`src/rtl/svm_pkg.sv`:
```
// Purpose : Shared constants and state types of the supply monitor control
// Assumes : 10 MHz core clock, Avalon-MM register port with byte addresses
// Notes   : Register indices are kept as printed; byte address is index * 4
package svm_pkg;

  // ----------------------------------------------------------------
  // Register map
  // ----------------------------------------------------------------
  localparam logic [11:0] DETECT_FLAGS_LEVELS_IDX = 12'hfc6;
  localparam logic [11:0] DETECT_MODE_ENABLE_IDX  = 12'hfc7;
  localparam int          ADDR_W                  = 14;
  localparam logic [13:0] DETECT_FLAGS_LEVELS_ADR = {DETECT_FLAGS_LEVELS_IDX, 2'b00};
  localparam logic [13:0] DETECT_MODE_ENABLE_ADR  = {DETECT_MODE_ENABLE_IDX, 2'b00};

  // ----------------------------------------------------------------
  // Field positions
  // ----------------------------------------------------------------
  localparam int CH2_FLAG_BIT = 7;
  localparam int CH2_LIVE_BIT = 6;
  localparam int CH2_LVL_LSB  = 4;
  localparam int CH1_FLAG_BIT = 3;
  localparam int CH1_LIVE_BIT = 2;
  localparam int CH1_LVL_LSB  = 0;
  localparam int SPARE_LSB    = 4;
  localparam int CH2_MODE_BIT = 3;
  localparam int CH2_EN_BIT   = 2;
  localparam int CH1_MODE_BIT = 1;
  localparam int CH1_EN_BIT   = 0;

  // ----------------------------------------------------------------
  // Reset values
  // ----------------------------------------------------------------
  localparam logic [1:0] CH1_LVL_RST = 2'h0;
  localparam logic [1:0] CH2_LVL_RST = 2'h2;
  localparam logic       RESP_IRQ    = 1'b0;
  localparam logic       RESP_RESET  = 1'b1;

  // ----------------------------------------------------------------
  // Timing
  // ----------------------------------------------------------------
  localparam int CLK_KHZ        = 10000;
  localparam int WARMUP_US      = 1000;
  localparam int WARMUP_CYCLES  = (WARMUP_US * CLK_KHZ) / 1000;
  localparam int WARM_CNT_W     = 16;
  localparam int SYNC_W         = 4;

  // ----------------------------------------------------------------
  // State carriers
  // ----------------------------------------------------------------
  typedef struct packed {
    logic [1:0] lvl1;
    logic [1:0] lvl2;
    logic [1:0] spare;
    logic [1:0] mode;
    logic [1:0] en;
    logic [1:0] flag;
    logic [1:0] below;
    logic [1:0] below_prev;
    logic [1:0] en_prev;
    logic       lvr;
    logic       irq;
    logic [7:0] rdata;
    logic       wait_req;
  } svm_state_t;

  localparam svm_state_t STATE_RST = '{lvl1: CH1_LVL_RST, lvl2: CH2_LVL_RST,
                                       wait_req: 1'b1, default: '0};

  typedef struct packed {
    logic [SYNC_W-1:0] stage1;
    logic [SYNC_W-1:0] stage2;
  } svm_sync_t;

  typedef struct packed {
    logic [WARM_CNT_W-1:0] cnt;
    logic                  hold;
  } svm_warm_t;

endpackage : svm_pkg

```
`src/rtl/svm_sync.sv`:
```
// Purpose : Two-stage synchroniser for asynchronous level inputs
// Assumes : Inputs are slow levels; no pulse narrower than a clock is expected
// Notes   : First stage feeds only the second stage
module svm_sync (
  input  wire logic                      core_clk_in,
  input  wire logic                      rst_in,
  input  wire logic [svm_pkg::SYNC_W-1:0] async_in,
  output logic      [svm_pkg::SYNC_W-1:0] sync_out
);

  svm_pkg::svm_sync_t state_ff;
  svm_pkg::svm_sync_t nxt_state;

  // ----------------------------------------------------------------
  // Per-bit stages
  // ----------------------------------------------------------------
  for (genvar i = 0; i < svm_pkg::SYNC_W; i++) begin : g_bit
    always_comb begin
      nxt_state.stage1[i] = async_in[i];
      nxt_state.stage2[i] = state_ff.stage1[i];
    end
  end

  always_ff @(posedge core_clk_in) begin
    if (rst_in) begin
      state_ff <= '0;
    end else begin
      state_ff <= nxt_state;
    end
  end

  assign sync_out = state_ff.stage2;

endmodule : svm_sync

```
`src/rtl/svm_warmup.sv`:
```
// Purpose : Warm-up counter holding the core in reset after a reset source
// Assumes : hold_in is already in the core clock domain
// Notes   : Any new hold restarts the full warm-up period
module svm_warmup #(
  parameter int WARMUP_CYCLES = svm_pkg::WARMUP_CYCLES
) (
  input  wire logic core_clk_in,
  input  wire logic rst_in,
  input  wire logic hold_in,
  output logic      cpu_rst_out
);

  svm_pkg::svm_warm_t state_ff;
  svm_pkg::svm_warm_t nxt_state;

  localparam logic [svm_pkg::WARM_CNT_W-1:0] LAST =
    svm_pkg::WARM_CNT_W'(WARMUP_CYCLES - 1);

  // ----------------------------------------------------------------
  // Counter
  // ----------------------------------------------------------------
  always_comb begin
    nxt_state = state_ff;
    if (hold_in) begin
      nxt_state.cnt  = '0;
      nxt_state.hold = 1'b1;
    end else if (state_ff.hold) begin
      if (state_ff.cnt == LAST) begin
        nxt_state.hold = 1'b0;
      end else begin
        nxt_state.cnt = state_ff.cnt + 1'b1;
      end
    end
  end

  always_ff @(posedge core_clk_in) begin
    if (rst_in) begin
      state_ff <= '{cnt: '0, hold: 1'b1};
    end else begin
      state_ff <= nxt_state;
    end
  end

  assign cpu_rst_out = state_ff.hold;
endmodule : svm_warmup

```
`src/rtl/svm_ctrl.sv`:
```
// Purpose : Supply voltage monitor control, two channels, reset release
// Assumes : Comparator and reset pins are asynchronous; low_power_in is local
// Notes   : Registers answer over Avalon-MM, one wait cycle per access
//
// Overview of operation
// Two channels, each with own enable, response and threshold select.
// Response bit 0 raises shared interrupt, 1 raises reset request.
// Disabled channel raises nothing and leaves its flags untouched.
// Enabled reset-mode channel requests reset while supply is below threshold.
// Interrupt mode pulses on crossing down, and also on crossing up.
// Sticky flag sets on detection and holds until software writes 0.
// Software writing 1 to a sticky flag does nothing.
// Detection in the same cycle as a clear leaves the flag set.
// Live status reads 1 while supply below threshold, no latching; the code reads 0 for a disabled channel.
// Channel 2 threshold field drives comparator select, resets to 10.
// Power-on and external reset return both control registers to reset.
// Top two bits of the second control register read 0.
// Software writes 0 to bits 5 and 4 of second register.
// Power-on reset holds warm-up and core; release starts warm-up.
// Core reset released only after full warm-up period.
// Other resets leave both control registers unchanged.
// Enabling while already below threshold raises configured request at once.
// Detections during low-power modes update flags only after return.
// Comparator outputs pass a two-stage synchroniser before use.
// Both channels share one single-cycle interrupt pulse per transition.
module svm_ctrl #(
  parameter int WARMUP_CYCLES = svm_pkg::WARMUP_CYCLES
) (
  input  wire logic                      core_clk_in,
  input  wire logic                      rst_in,
  input  wire logic [1:0]                cmp_below_in,
  input  wire logic                      por_active_in,
  input  wire logic                      ext_reset_in,
  input  wire logic                      wdt_reset_in,
  input  wire logic                      low_power_in,
  input  wire logic [svm_pkg::ADDR_W-1:0] avs_address,
  input  wire logic                      avs_read,
  input  wire logic                      avs_write,
  input  wire logic [31:0]               avs_writedata,
  input  wire logic [3:0]                avs_byteenable,
  output logic      [31:0]               avs_readdata,
  output logic                           avs_waitrequest,
  output logic      [1:0]                ch1_threshold_sel_out,
  output logic      [1:0]                ch2_threshold_sel_out,
  output logic                           low_supply_irq_out,
  output logic                           lv_reset_req_out,
  output logic                           cpu_rst_out
);

  svm_pkg::svm_state_t state_ff;
  svm_pkg::svm_state_t nxt_state;

  logic [svm_pkg::SYNC_W-1:0] sync_bits;
  logic [1:0]                 below_now;
  logic                       por_sync;
  logic                       ext_sync;
  logic                       reg_reset;
  logic                       core_hold;
  logic                       access;
  logic                       hit_ctl1;
  logic                       hit_ctl2;
  logic [7:0]                 wdata;
  logic [1:0]                 live;
  logic [1:0]                 hit;
  logic [1:0]                 irq_ev;

  // ----------------------------------------------------------------
  // Input synchronisers
  // ----------------------------------------------------------------
  svm_sync u_sync (
    .core_clk_in (core_clk_in),
    .rst_in      (rst_in),
    .async_in    ({ext_reset_in, por_active_in, cmp_below_in}),
    .sync_out    (sync_bits)
  );

  assign below_now = sync_bits[1:0];
  assign por_sync  = sync_bits[2];
  assign ext_sync  = sync_bits[3];

  // Only these two sources clear the control registers
  assign reg_reset = por_sync | ext_sync;            // see

  // ----------------------------------------------------------------
  // Warm-up and core reset
  // ----------------------------------------------------------------
  // Watchdog and low-voltage resets also restart warm-up
  assign core_hold = por_sync | ext_sync | wdt_reset_in | state_ff.lvr;

  svm_warmup #(
    .WARMUP_CYCLES (WARMUP_CYCLES)
  ) u_warmup (                                       // see
    .core_clk_in (core_clk_in),
    .rst_in      (rst_in),
    .hold_in     (core_hold),
    .cpu_rst_out (cpu_rst_out)
  );

  // ----------------------------------------------------------------
  // Bus decode
  // ----------------------------------------------------------------
  assign access   = (avs_read | avs_write) & state_ff.wait_req;
  assign hit_ctl1 = avs_address == svm_pkg::DETECT_FLAGS_LEVELS_ADR;
  assign hit_ctl2 = avs_address == svm_pkg::DETECT_MODE_ENABLE_ADR;
  assign wdata    = avs_writedata[7:0];

  // ----------------------------------------------------------------
  // Next state
  // ----------------------------------------------------------------
  always_comb begin
    nxt_state            = state_ff;
    nxt_state.below_prev = state_ff.below;
    nxt_state.en_prev    = state_ff.en;
    // Comparator view frozen in low-power modes, caught up on return
    if (!low_power_in) begin
      nxt_state.below = below_now;
    end

    // Detection per channel
    live   = state_ff.en & state_ff.below;           // see
    hit    = live;
    irq_ev = '0;
    for (int i = 0; i < 2; i++) begin
      // Fires on either edge; comparator has no hysteresis
      if (state_ff.en[i] && state_ff.mode[i] == svm_pkg::RESP_IRQ) begin
        if (!state_ff.en_prev[i]) begin
          irq_ev[i] = state_ff.below[i];
        end else begin
          irq_ev[i] = state_ff.below[i] ^ state_ff.below_prev[i];
        end
      end
    end

    // Bus access: one cycle of wait, answered the next cycle
    nxt_state.wait_req = 1'b1;
    if (access) begin
      nxt_state.wait_req = 1'b0;
      nxt_state.rdata    = '0;
      if (hit_ctl1) begin
        nxt_state.rdata[svm_pkg::CH2_FLAG_BIT]                    = state_ff.flag[1];
        nxt_state.rdata[svm_pkg::CH2_LIVE_BIT]                    = live[1];
        nxt_state.rdata[svm_pkg::CH2_LVL_LSB+:2]                  = state_ff.lvl2;
        nxt_state.rdata[svm_pkg::CH1_FLAG_BIT]                    = state_ff.flag[0];
        nxt_state.rdata[svm_pkg::CH1_LIVE_BIT]                    = live[0];
        nxt_state.rdata[svm_pkg::CH1_LVL_LSB+:2]                  = state_ff.lvl1;
        if (avs_write && avs_byteenable[0]) begin
          nxt_state.lvl2 = wdata[svm_pkg::CH2_LVL_LSB+:2];
          nxt_state.lvl1 = wdata[svm_pkg::CH1_LVL_LSB+:2];
          // Writing 1 keeps the flag as it is
          nxt_state.flag[1] = state_ff.flag[1] & wdata[svm_pkg::CH2_FLAG_BIT];
          nxt_state.flag[0] = state_ff.flag[0] & wdata[svm_pkg::CH1_FLAG_BIT];
        end
      end else if (hit_ctl2) begin
        nxt_state.rdata[svm_pkg::SPARE_LSB+:2]  = state_ff.spare;
        nxt_state.rdata[svm_pkg::CH2_MODE_BIT]  = state_ff.mode[1];
        nxt_state.rdata[svm_pkg::CH2_EN_BIT]    = state_ff.en[1];
        nxt_state.rdata[svm_pkg::CH1_MODE_BIT]  = state_ff.mode[0];
        nxt_state.rdata[svm_pkg::CH1_EN_BIT]    = state_ff.en[0];
        if (avs_write && avs_byteenable[0]) begin
          // Spare bits stored as written; software keeps them 0
          nxt_state.spare = wdata[svm_pkg::SPARE_LSB+:2];
          nxt_state.mode  = {wdata[svm_pkg::CH2_MODE_BIT], wdata[svm_pkg::CH1_MODE_BIT]};
          nxt_state.en    = {wdata[svm_pkg::CH2_EN_BIT], wdata[svm_pkg::CH1_EN_BIT]};
        end
      end
    end

    // Set applied after the clear so detection wins
    nxt_state.flag = nxt_state.flag | hit;           // see

    // Requests
    nxt_state.lvr = |(state_ff.en & state_ff.mode & state_ff.below); // see
    nxt_state.irq = |irq_ev;

    // Register reset from power-on or external reset only
    if (reg_reset) begin
      nxt_state.lvl1  = svm_pkg::CH1_LVL_RST;
      nxt_state.lvl2  = svm_pkg::CH2_LVL_RST;
      nxt_state.spare = '0;
      nxt_state.mode  = '0;
      nxt_state.en    = '0;
      nxt_state.flag  = '0;
      nxt_state.lvr   = 1'b0;
      nxt_state.irq   = 1'b0;
    end
  end

  always_ff @(posedge core_clk_in) begin
    if (rst_in) begin
      state_ff <= svm_pkg::STATE_RST;
    end else begin
      state_ff <= nxt_state;
    end
  end

  // ----------------------------------------------------------------
  // Outputs
  // ----------------------------------------------------------------
  assign avs_readdata          = {24'h00_0000, state_ff.rdata};
  assign avs_waitrequest       = state_ff.wait_req;
  assign ch1_threshold_sel_out = state_ff.lvl1;
  assign ch2_threshold_sel_out = state_ff.lvl2;
  assign low_supply_irq_out    = state_ff.irq;
  assign lv_reset_req_out      = state_ff.lvr;
endmodule : svm_ctrl

```
`config.mk`:
```
export PLATFORM = sky130hd
export DESIGN_NAME = svm_ctrl
export DESIGN_NICKNAME = d
export VERILOG_FILES = /design/src/rtl/svm_pkg.sv /design/src/rtl/svm_sync.sv /design/src/rtl/svm_warmup.sv /design/src/rtl/svm_ctrl.sv
export SDC_FILE = /design/constraint.sdc
export NUM_CORES = 1
export LEC_CHECK = 0
export ABC_AREA = 1
export ABC_CLOCK_PERIOD_IN_PS = 1500
export BUFFER_PORTS_ARGS = -buffer_cell sky130_fd_sc_hd__buf_2
export CAP_MARGIN = 20
export CORE_MARGIN = 10
export CORE_UTILIZATION = 25
export DETAILED_ROUTE_END_ITERATION = 6
export PLACE_DENSITY = 0.48
export SETUP_SLACK_MARGIN = 0.1
export SLEW_MARGIN = 30
export SYNTH_ARGS = -nofsm -noshare
export SYNTH_HDL_FRONTEND = slang
export SYNTH_SLANG_ARGS = --single-unit
```
`constraint.sdc`:
```
create_clock -name core_clk_in -period 1.5 [get_ports core_clk_in]
set_clock_uncertainty 0.1 [all_clocks]
set_input_delay 0.15 -clock core_clk_in [delete_from_list [all_inputs] [get_ports core_clk_in]]
set_output_delay 0.15 -clock core_clk_in [all_outputs]
set_load 0.03 [all_outputs]
```
======== After elaboration in Yosys (flattened, before gate mapping) ========
Cells that the tools add are included.
cells by class
  order comparisons ....................... 0
  equal/unequal tests ..................... 3
  multipliers ............................. 0
  div/mod/pow operators ................... 0
  $add $sub $neg .......................... 1
  reduce and logical (&&, ||, !) cells .... 10
  shift-type cells ........................ 0
  bitwise operators ....................... 17
  multiplexer cells ....................... 13
operator list
  kind                                                   count
  equality test 14 bit, second input constant            2
  adder 16 x 1 -> 16 bit, second input constant          1
  equality test 16 x 14 -> 1 bit, second input constant  1
  two-way mux 6 bit                                      2
  two-way mux 2 bit                                      4
  OR reduction 2 bit                                     4
  two-way mux 1 bit                                      7
  AND 2 bit                                              3
  inverter 1 bit                                         4
  bitwise OR 1 bit                                       4
  AND reduction 4 bit                                    1
  AND 1 bit                                              3
  logical AND 1 bit                                      3
  AND reduction 3 bit                                    1
  bitwise OR 2 bit                                       1
  AND reduction 2 bit                                    1
  bitwise XOR 1 bit                                      2
storage, ports and cells
  latch bits .............................. 0
  input port bits ......................... 60
  memory bits (writable) .................. 0
  ROM bits ................................ 0
  memories kept ........................... 0
  word-level logic and storage cells ...... 61
  output and inout port bits .............. 40
  bits in registers ....................... 54

======== Logic depth before layout (Yosys ltp) ========
  depth in word-level cells ............... 5
  mapped depth ............................ 11
  gate-level depth less buffers ........... 11

======== Modules after synthesis ========
From an unflattened synthesis, not the netlist that was laid out.
unflattened totals
  cells, all modules ...................... 419
  area, all modules ....................... 2,927.8 sq um
modules (own cells, without submodules)
  module      area each (sq um)  sequential area each (sq um)  cells an instance  times used
  svm_ctrl    1,736.7            580.6                         251                1
  svm_warmup  959.7              340.3                         143                1
  svm_sync    231.5              160.2                         25                 1

======== Worst setup path before layout ========
Ideal clock, no wire load.
  path kind ............................... register -> register
  from .................................... register u_warmup.state_ff[2] in the netlist's numbering
  to ...................................... register u_warmup.state_ff[12] in the netlist's numbering
  stages on the path, launching flop included .. 10
  setup time .............................. 0.121 ns
  path slack .............................. -0.006 ns
  required time ........................... 1.279 ns
  buffers on the path ..................... 1
  period minus slack after synthesis ...... 1.506 ns
  data arrival time ....................... 1.285 ns
  cell sequence ........................... dfxtp_1 -> ha_1 -> nand3_1 -> nor2_1 -> nand2_2 -> nand2_4 -> inv_2 -> buf_6 -> nand2_1 -> a21oi_1
on the way
  word-level cells in the longest chain between the ends .. 3
  elaborated cells on any way between the ends .. 4
  those cells by class .................... add/sub (1); eq/ne (1); bitwise (1); reduce/logical (1)
RTL lines
  what                                                            RTL line          RTL
  start, declared                                                 svm_warmup.sv:13  svm_pkg::svm_warm_t state_ff;
  start signal, assigned                                          svm_warmup.sv:38  state_ff <= '{cnt: '0, hold: 1'b1};
  start signal, assigned                                          svm_warmup.sv:40  state_ff <= nxt_state;
  branches (longest 3 deep; another with adder 16 x 1 -> 16 bit)  -
Several ways; the timed one is not identified.
A chain may end at the register's enable or synchronous reset.

======== Worst setup path after layout ========
  from .................................... register u_warmup.state_ff[2] in the netlist's numbering
  to ...................................... register u_warmup.state_ff[4] in the netlist's numbering
Same word-level chain as after synthesis.

==> results.env <==
P_PER_AREA_nW_PER_UM2=813
SETUP_VIOL_COUNT_FINAL=0
IO_PINS=100
POWER.STATIC_LEAKAGE_nW=1.61
RR_WORST_DEPTH=8
FINAL.MIN_CLOCK_PERIOD_NS=1.38
DIE_WIDTH_UM=126
YS_SEQ_AREA_FRAC=0.384
CLK_LATENCY_NS=0.29
SYNTHESIS_STAGE_REGISTER_BIT_COUNT=54
CLOCK.FMAX_GHz=0.723
DRV_CAP=0
SYNTHESIS.AREA_PER_INSTANCE_SQ_UM=6.87
FF_LATCH_AREA_SQ_UM=1110
POST_SYNTH_INST_COUNT=410
GROUTE.LAYER.MET3.USAGE=0.0239
POST-LAYOUT-TOTAL-POWER_mW=2.94
SYNTH_FF_TYPE='sky130_fd_sc_hd__dfxtp_1'
WL_MM=6.91
TRITONCTS='built'
GP_CONGESTION=0.833
CLOCK-SINKS=54
MIN_PATH_CELLS=3
FINAL_CORE_UTILIZATION=0.330
GRT_MAX_DEGREE=22
RSZ0062_AT_GRT='yes'
GRT.MET1_USAGE=0.105
MULTI_INPUT_COMBINATIONAL_CELL_AREA_SQ_UM=1460
RESULT_OF_THE_RUN='completed'
GRT_FIRST_PASS_WIRELENGTH_MM=11.5
CLOCK_TREE_BUFFER_DEPTH=2
REMAINING_DRC_ERRORS=0
DETAILEDPLACEMENTHPWL_MM=5.40
NUM_VIAS=2515
GRT-BUSIEST-LAYER='met2'
WORST_SETUP_PATH_START_KIND='flop'
CLOCK_TREE.HTREE_LEVEL_COUNT=2
SYNTH_TOP_CELL_BY_AREA='sky130_fd_sc_hd__dfxtp_1'
SYN_AREA_SQ_UM=2820
POSTPLACECELLAREA_SQ_UM=3160
DP_CELLS=597
TIMING.FINAL.MAX_SLEW_VIOLATIONS=0
CORE-AREA_SQ_UM=10900
ANTENNA_LEFT=0
FLOORPLAN.ROWS=38
YOSYS_WARNINGS=0
FIN_AREA_SQ_UM=3610
GR-USAGE-MET2=0.140
MIN_PATH_TYPE='in2reg'
RR_STARTPOINT='u_warmup.state_ff[2]$_SDFFE_PP0P_'
VIAS_PER_CELL=4.08
TIMING.HOLD.WORST_ENDPOINT='ch2_threshold_sel_out[0]$_SDFFE_PP0P_'
FINAL_LAYOUT_SIZE_SUFFIX_GT1_FRAC=0.306
SYNTH_TOP_AREA_SHARE=0.384
DRT_FIRST_PASS_ITERS=4
DIEHEIGHT_UM=126
WORSTSETUPENDPOINTTYPE='flop'
FINALHOLDVIOLCOUNT=0
DIE-AREA_SQ_UM=15900
GRT_REMAINING_OVERFLOW=0
TIMING_WORST_SETUP_PATH_TYPE='reg2reg'
FILLERS=1198
CRIT-REG2REG-CAPTURE='u_warmup.state_ff[4]$_SDFFE_PP0P_'
ANTENNA_CELLS=0
CLKTRANSATPATHREGS_NS=0.08
CLOCK_TREE.ROOT_CELL='sky130_fd_sc_hd__clkbuf_16'
FLOORPLAN.INITIALDENSITY=0.258
DRT_ITER0_DRC=80
FIN_SETUP_TNS_NS=0
DRT-WIRELENGTH-PER-CELL_UM=11.2
FIRST_GLOBAL_VIAS=2431
CRIT_PATH_MAX_FANOUT=6
SYN_TO_FINAL_GROWTH_PCT=28.3
POSTSYNTH.ASYNCRESETSHARE=0
WORST_HOLD_PATH_STARTPOINT='avs_writedata[4]'
WORSTPATHARRIVAL_NS=1.47
SYNTHDISTINCTLIBCELLS=29
GR-USAGE-ALL-LAYERS=0.0848
LAYOUT_WORST_PATH_CYCLE_SHARE=0.922
GRT_ANTENNA_BEFORE_REPAIR=0
LAYOUTNONFILLERINSTCOUNT=617
MAX-VDD-IR-DROP_mV=0.458
R2R_SLACK_NS=0.12
SYNTH_AREA_LEADERS='sky130_fd_sc_hd__dfxtp_1 (38%), sky130_fd_sc_hd__nand2_1 (14%), sky130_fd_sc_hd__buf_4 (9.9%)'
TRITONCTS.NUM_BUFFERS=5
PORT-BUFFER-COUNT=47
CRITICAL_PATH_REQUIRED_NS=1.58
DESIGN.FINAL.NETS=537
NUMBER_OF_ENABLE_TYPE_REGISTER_CELLS_IN_THE_SYNTHESIZED_NETLIST=0
Yosys cell counts (3+ instances only):
master                     count
sky130_fd_sc_hd__nand2_1     108
sky130_fd_sc_hd__nor3_1        3
sky130_fd_sc_hd__o21ai_0       7
sky130_fd_sc_hd__clkbuf_1      3
sky130_fd_sc_hd__dfxtp_1      54
sky130_fd_sc_hd__nor2_2        6
sky130_fd_sc_hd__nand4_1      10
sky130_fd_sc_hd__xor2_1        4
sky130_fd_sc_hd__nand2_2       3
sky130_fd_sc_hd__xnor2_1       3
sky130_fd_sc_hd__buf_4        37
sky130_fd_sc_hd__nand3_1      20
sky130_fd_sc_hd__inv_1        50
sky130_fd_sc_hd__a21oi_1      28
sky130_fd_sc_hd__nor2_1       54
cell type report:
class / instances / share of cell area
Clock inverter: 3 / 0.00796
Multi-Input combinational cell: 283 / 0.403
Inverter: 52 / 0.0561
Clock buffer: 5 / 0.0346
Sequential cell: 54 / 0.309
Timing Repair Buffer: 80 / 0.141
Tap cell: 140 / 0.0485
worst max-delay path: stages, from the launching register on:
cell and delay (ns):
sky130_fd_sc_hd__dfxtp_4 0.36, sky130_fd_sc_hd__ha_4 0.17, sky130_fd_sc_hd__nand3_4 0.08, sky130_fd_sc_hd__nor2_4 0.04, sky130_fd_sc_hd__nand2_4 0.08, sky130_fd_sc_hd__nand2_8 0.08
sky130_fd_sc_hd__buf_6 0.15, sky130_fd_sc_hd__nor3_1 0.14, sky130_fd_sc_hd__nor2_1 0.06
cell usage in the layout (no fill, tap or decap), types with 2 or more instances in the layout:
master                          instances
sky130_fd_sc_hd__dfxtp_4                7
sky130_fd_sc_hd__xnor2_1                3
sky130_fd_sc_hd__buf_6                  4
sky130_fd_sc_hd__buf_2                 47
sky130_fd_sc_hd__nand4_1               10
sky130_fd_sc_hd__nor2_1                47
sky130_fd_sc_hd__inv_2                  3
sky130_fd_sc_hd__nor2_2                 9
sky130_fd_sc_hd__buf_4                 24
sky130_fd_sc_hd__nand2_2               11
sky130_fd_sc_hd__o21ai_2                3
sky130_fd_sc_hd__nand3_1               19
sky130_fd_sc_hd__inv_8                  2
sky130_fd_sc_hd__dlygate4sd3_1          5
sky130_fd_sc_hd__a21oi_1               23
sky130_fd_sc_hd__o211ai_1               2
sky130_fd_sc_hd__nand2_4                3
sky130_fd_sc_hd__dfxtp_1               41
sky130_fd_sc_hd__and2_1                 2
sky130_fd_sc_hd__clkinv_4               2
sky130_fd_sc_hd__nor2_4                 6
sky130_fd_sc_hd__o21ai_0                3
sky130_fd_sc_hd__xor2_1                 4
sky130_fd_sc_hd__dfxtp_2                6
sky130_fd_sc_hd__a21oi_2                5
sky130_fd_sc_hd__nor3_2                 3
sky130_fd_sc_hd__conb_1                24
sky130_fd_sc_hd__clkbuf_16              5
sky130_fd_sc_hd__nand2_1               97
sky130_fd_sc_hd__inv_1                 48
sky130_fd_sc_hd__nor3_4                 2
cell families (layout without fill, tap and decap cells):
kind of cell / after synthesis / after routing / synth area share
buffers and inverters: 96 / 140 / 0.187
flip-flops: 54 / 54 / 0.384
AO/OA/AOI/OAI: 38 / 38 / 0.0702
XOR/XNOR: 7 / 7 / 0.0218
AND/OR/NAND/NOR: 213 / 213 / 0.332
adder cells (fa/ha/maj): 1 / 1 / 0.00444
other: 1 / 24 / 0.00133
state kept, by name, indices dropped and copies added (netlist names):
register               flops
u_warmup.state_ff         16
u_warmup.cpu_rst_out       1
lv_reset_req_out           1
state_ff                  10
low_supply_irq_out         1
u_sync.sync_out            4
u_sync.nxt_state           4
nxt_state                  4
ch1_threshold_sel_out      2
avs_waitrequest            1
ch2_threshold_sel_out      2
avs_readdata               8
per-stage QoR:
stage / worst slack [ns] / hold slack (ns)
finish: 0.117 / 0.0336
global route: 0.0110 / 0.0543
CTS: 0.0736 / 0.0323
detailed placement: 0.00634 / 0.258
global placement: -0.00185 / 0.248
floorplan: 0.113 / 0.139
power by group:
group | switching, mW | internal, mW
registers | 0.0103 | 1.44
logic | 0.198 | 0.0835
clock network | 0.568 | 0.638
total | 0.776 | 2.16
worst max-delay path by stage:
| stage | startpoint | end | depth (start not counted) |
|---|---|---|---|
| floorplan | u_warmup.state_ff[2]$_SDFFE_PP0P_ | u_warmup.state_ff[12]$_SDFFE_PP0P_ | 9 |
| global placement | u_warmup.state_ff[2]$_SDFFE_PP0P_ | u_warmup.state_ff[10]$_SDFFE_PP0P_ | 10 |
| detailed placement | u_warmup.state_ff[2]$_SDFFE_PP0P_ | u_warmup.state_ff[11]$_SDFFE_PP0P_ | 9 |
| CTS | u_warmup.state_ff[2]$_SDFFE_PP0P_ | u_warmup.state_ff[4]$_SDFFE_PP0P_ | 8 |
| global route | u_warmup.state_ff[2]$_SDFFE_PP0P_ | u_warmup.state_ff[15]$_SDFFE_PP0P_ | 8 |
| finish | u_warmup.state_ff[2]$_SDFFE_PP0P_ | u_warmup.state_ff[4]$_SDFFE_PP0P_ | 8 |
metal layers:
| metal | part of all wire | vias to the layer above | wire length, um |
|---|---|---|---|
| met3 | 0.049 | 6 | 336 |
| met1 | 0.46 | 1120 | 3200 |
| met2 | 0.48 | 45 | 3310 |
| met4 | 0.0088 | 0 | 61 |
| li1 | - | 1344 | - |
| met5 | 0 | - | 0 |
what timing repair did:
| action | 4_1_cts | 5_1_grt |
|---|---|---|
| hold buffers | 5 | 0 |
| gates resized for setup | 22 | 45 |
| endpoints found under the hold margin | 6 | 0 |
| setup endpoints to repair | 16 | 24 |
| pin swaps | 10 | 14 |
| setup buffers | 2 | 5 |
Note: power is estimated with default switching activity, not from simulation.
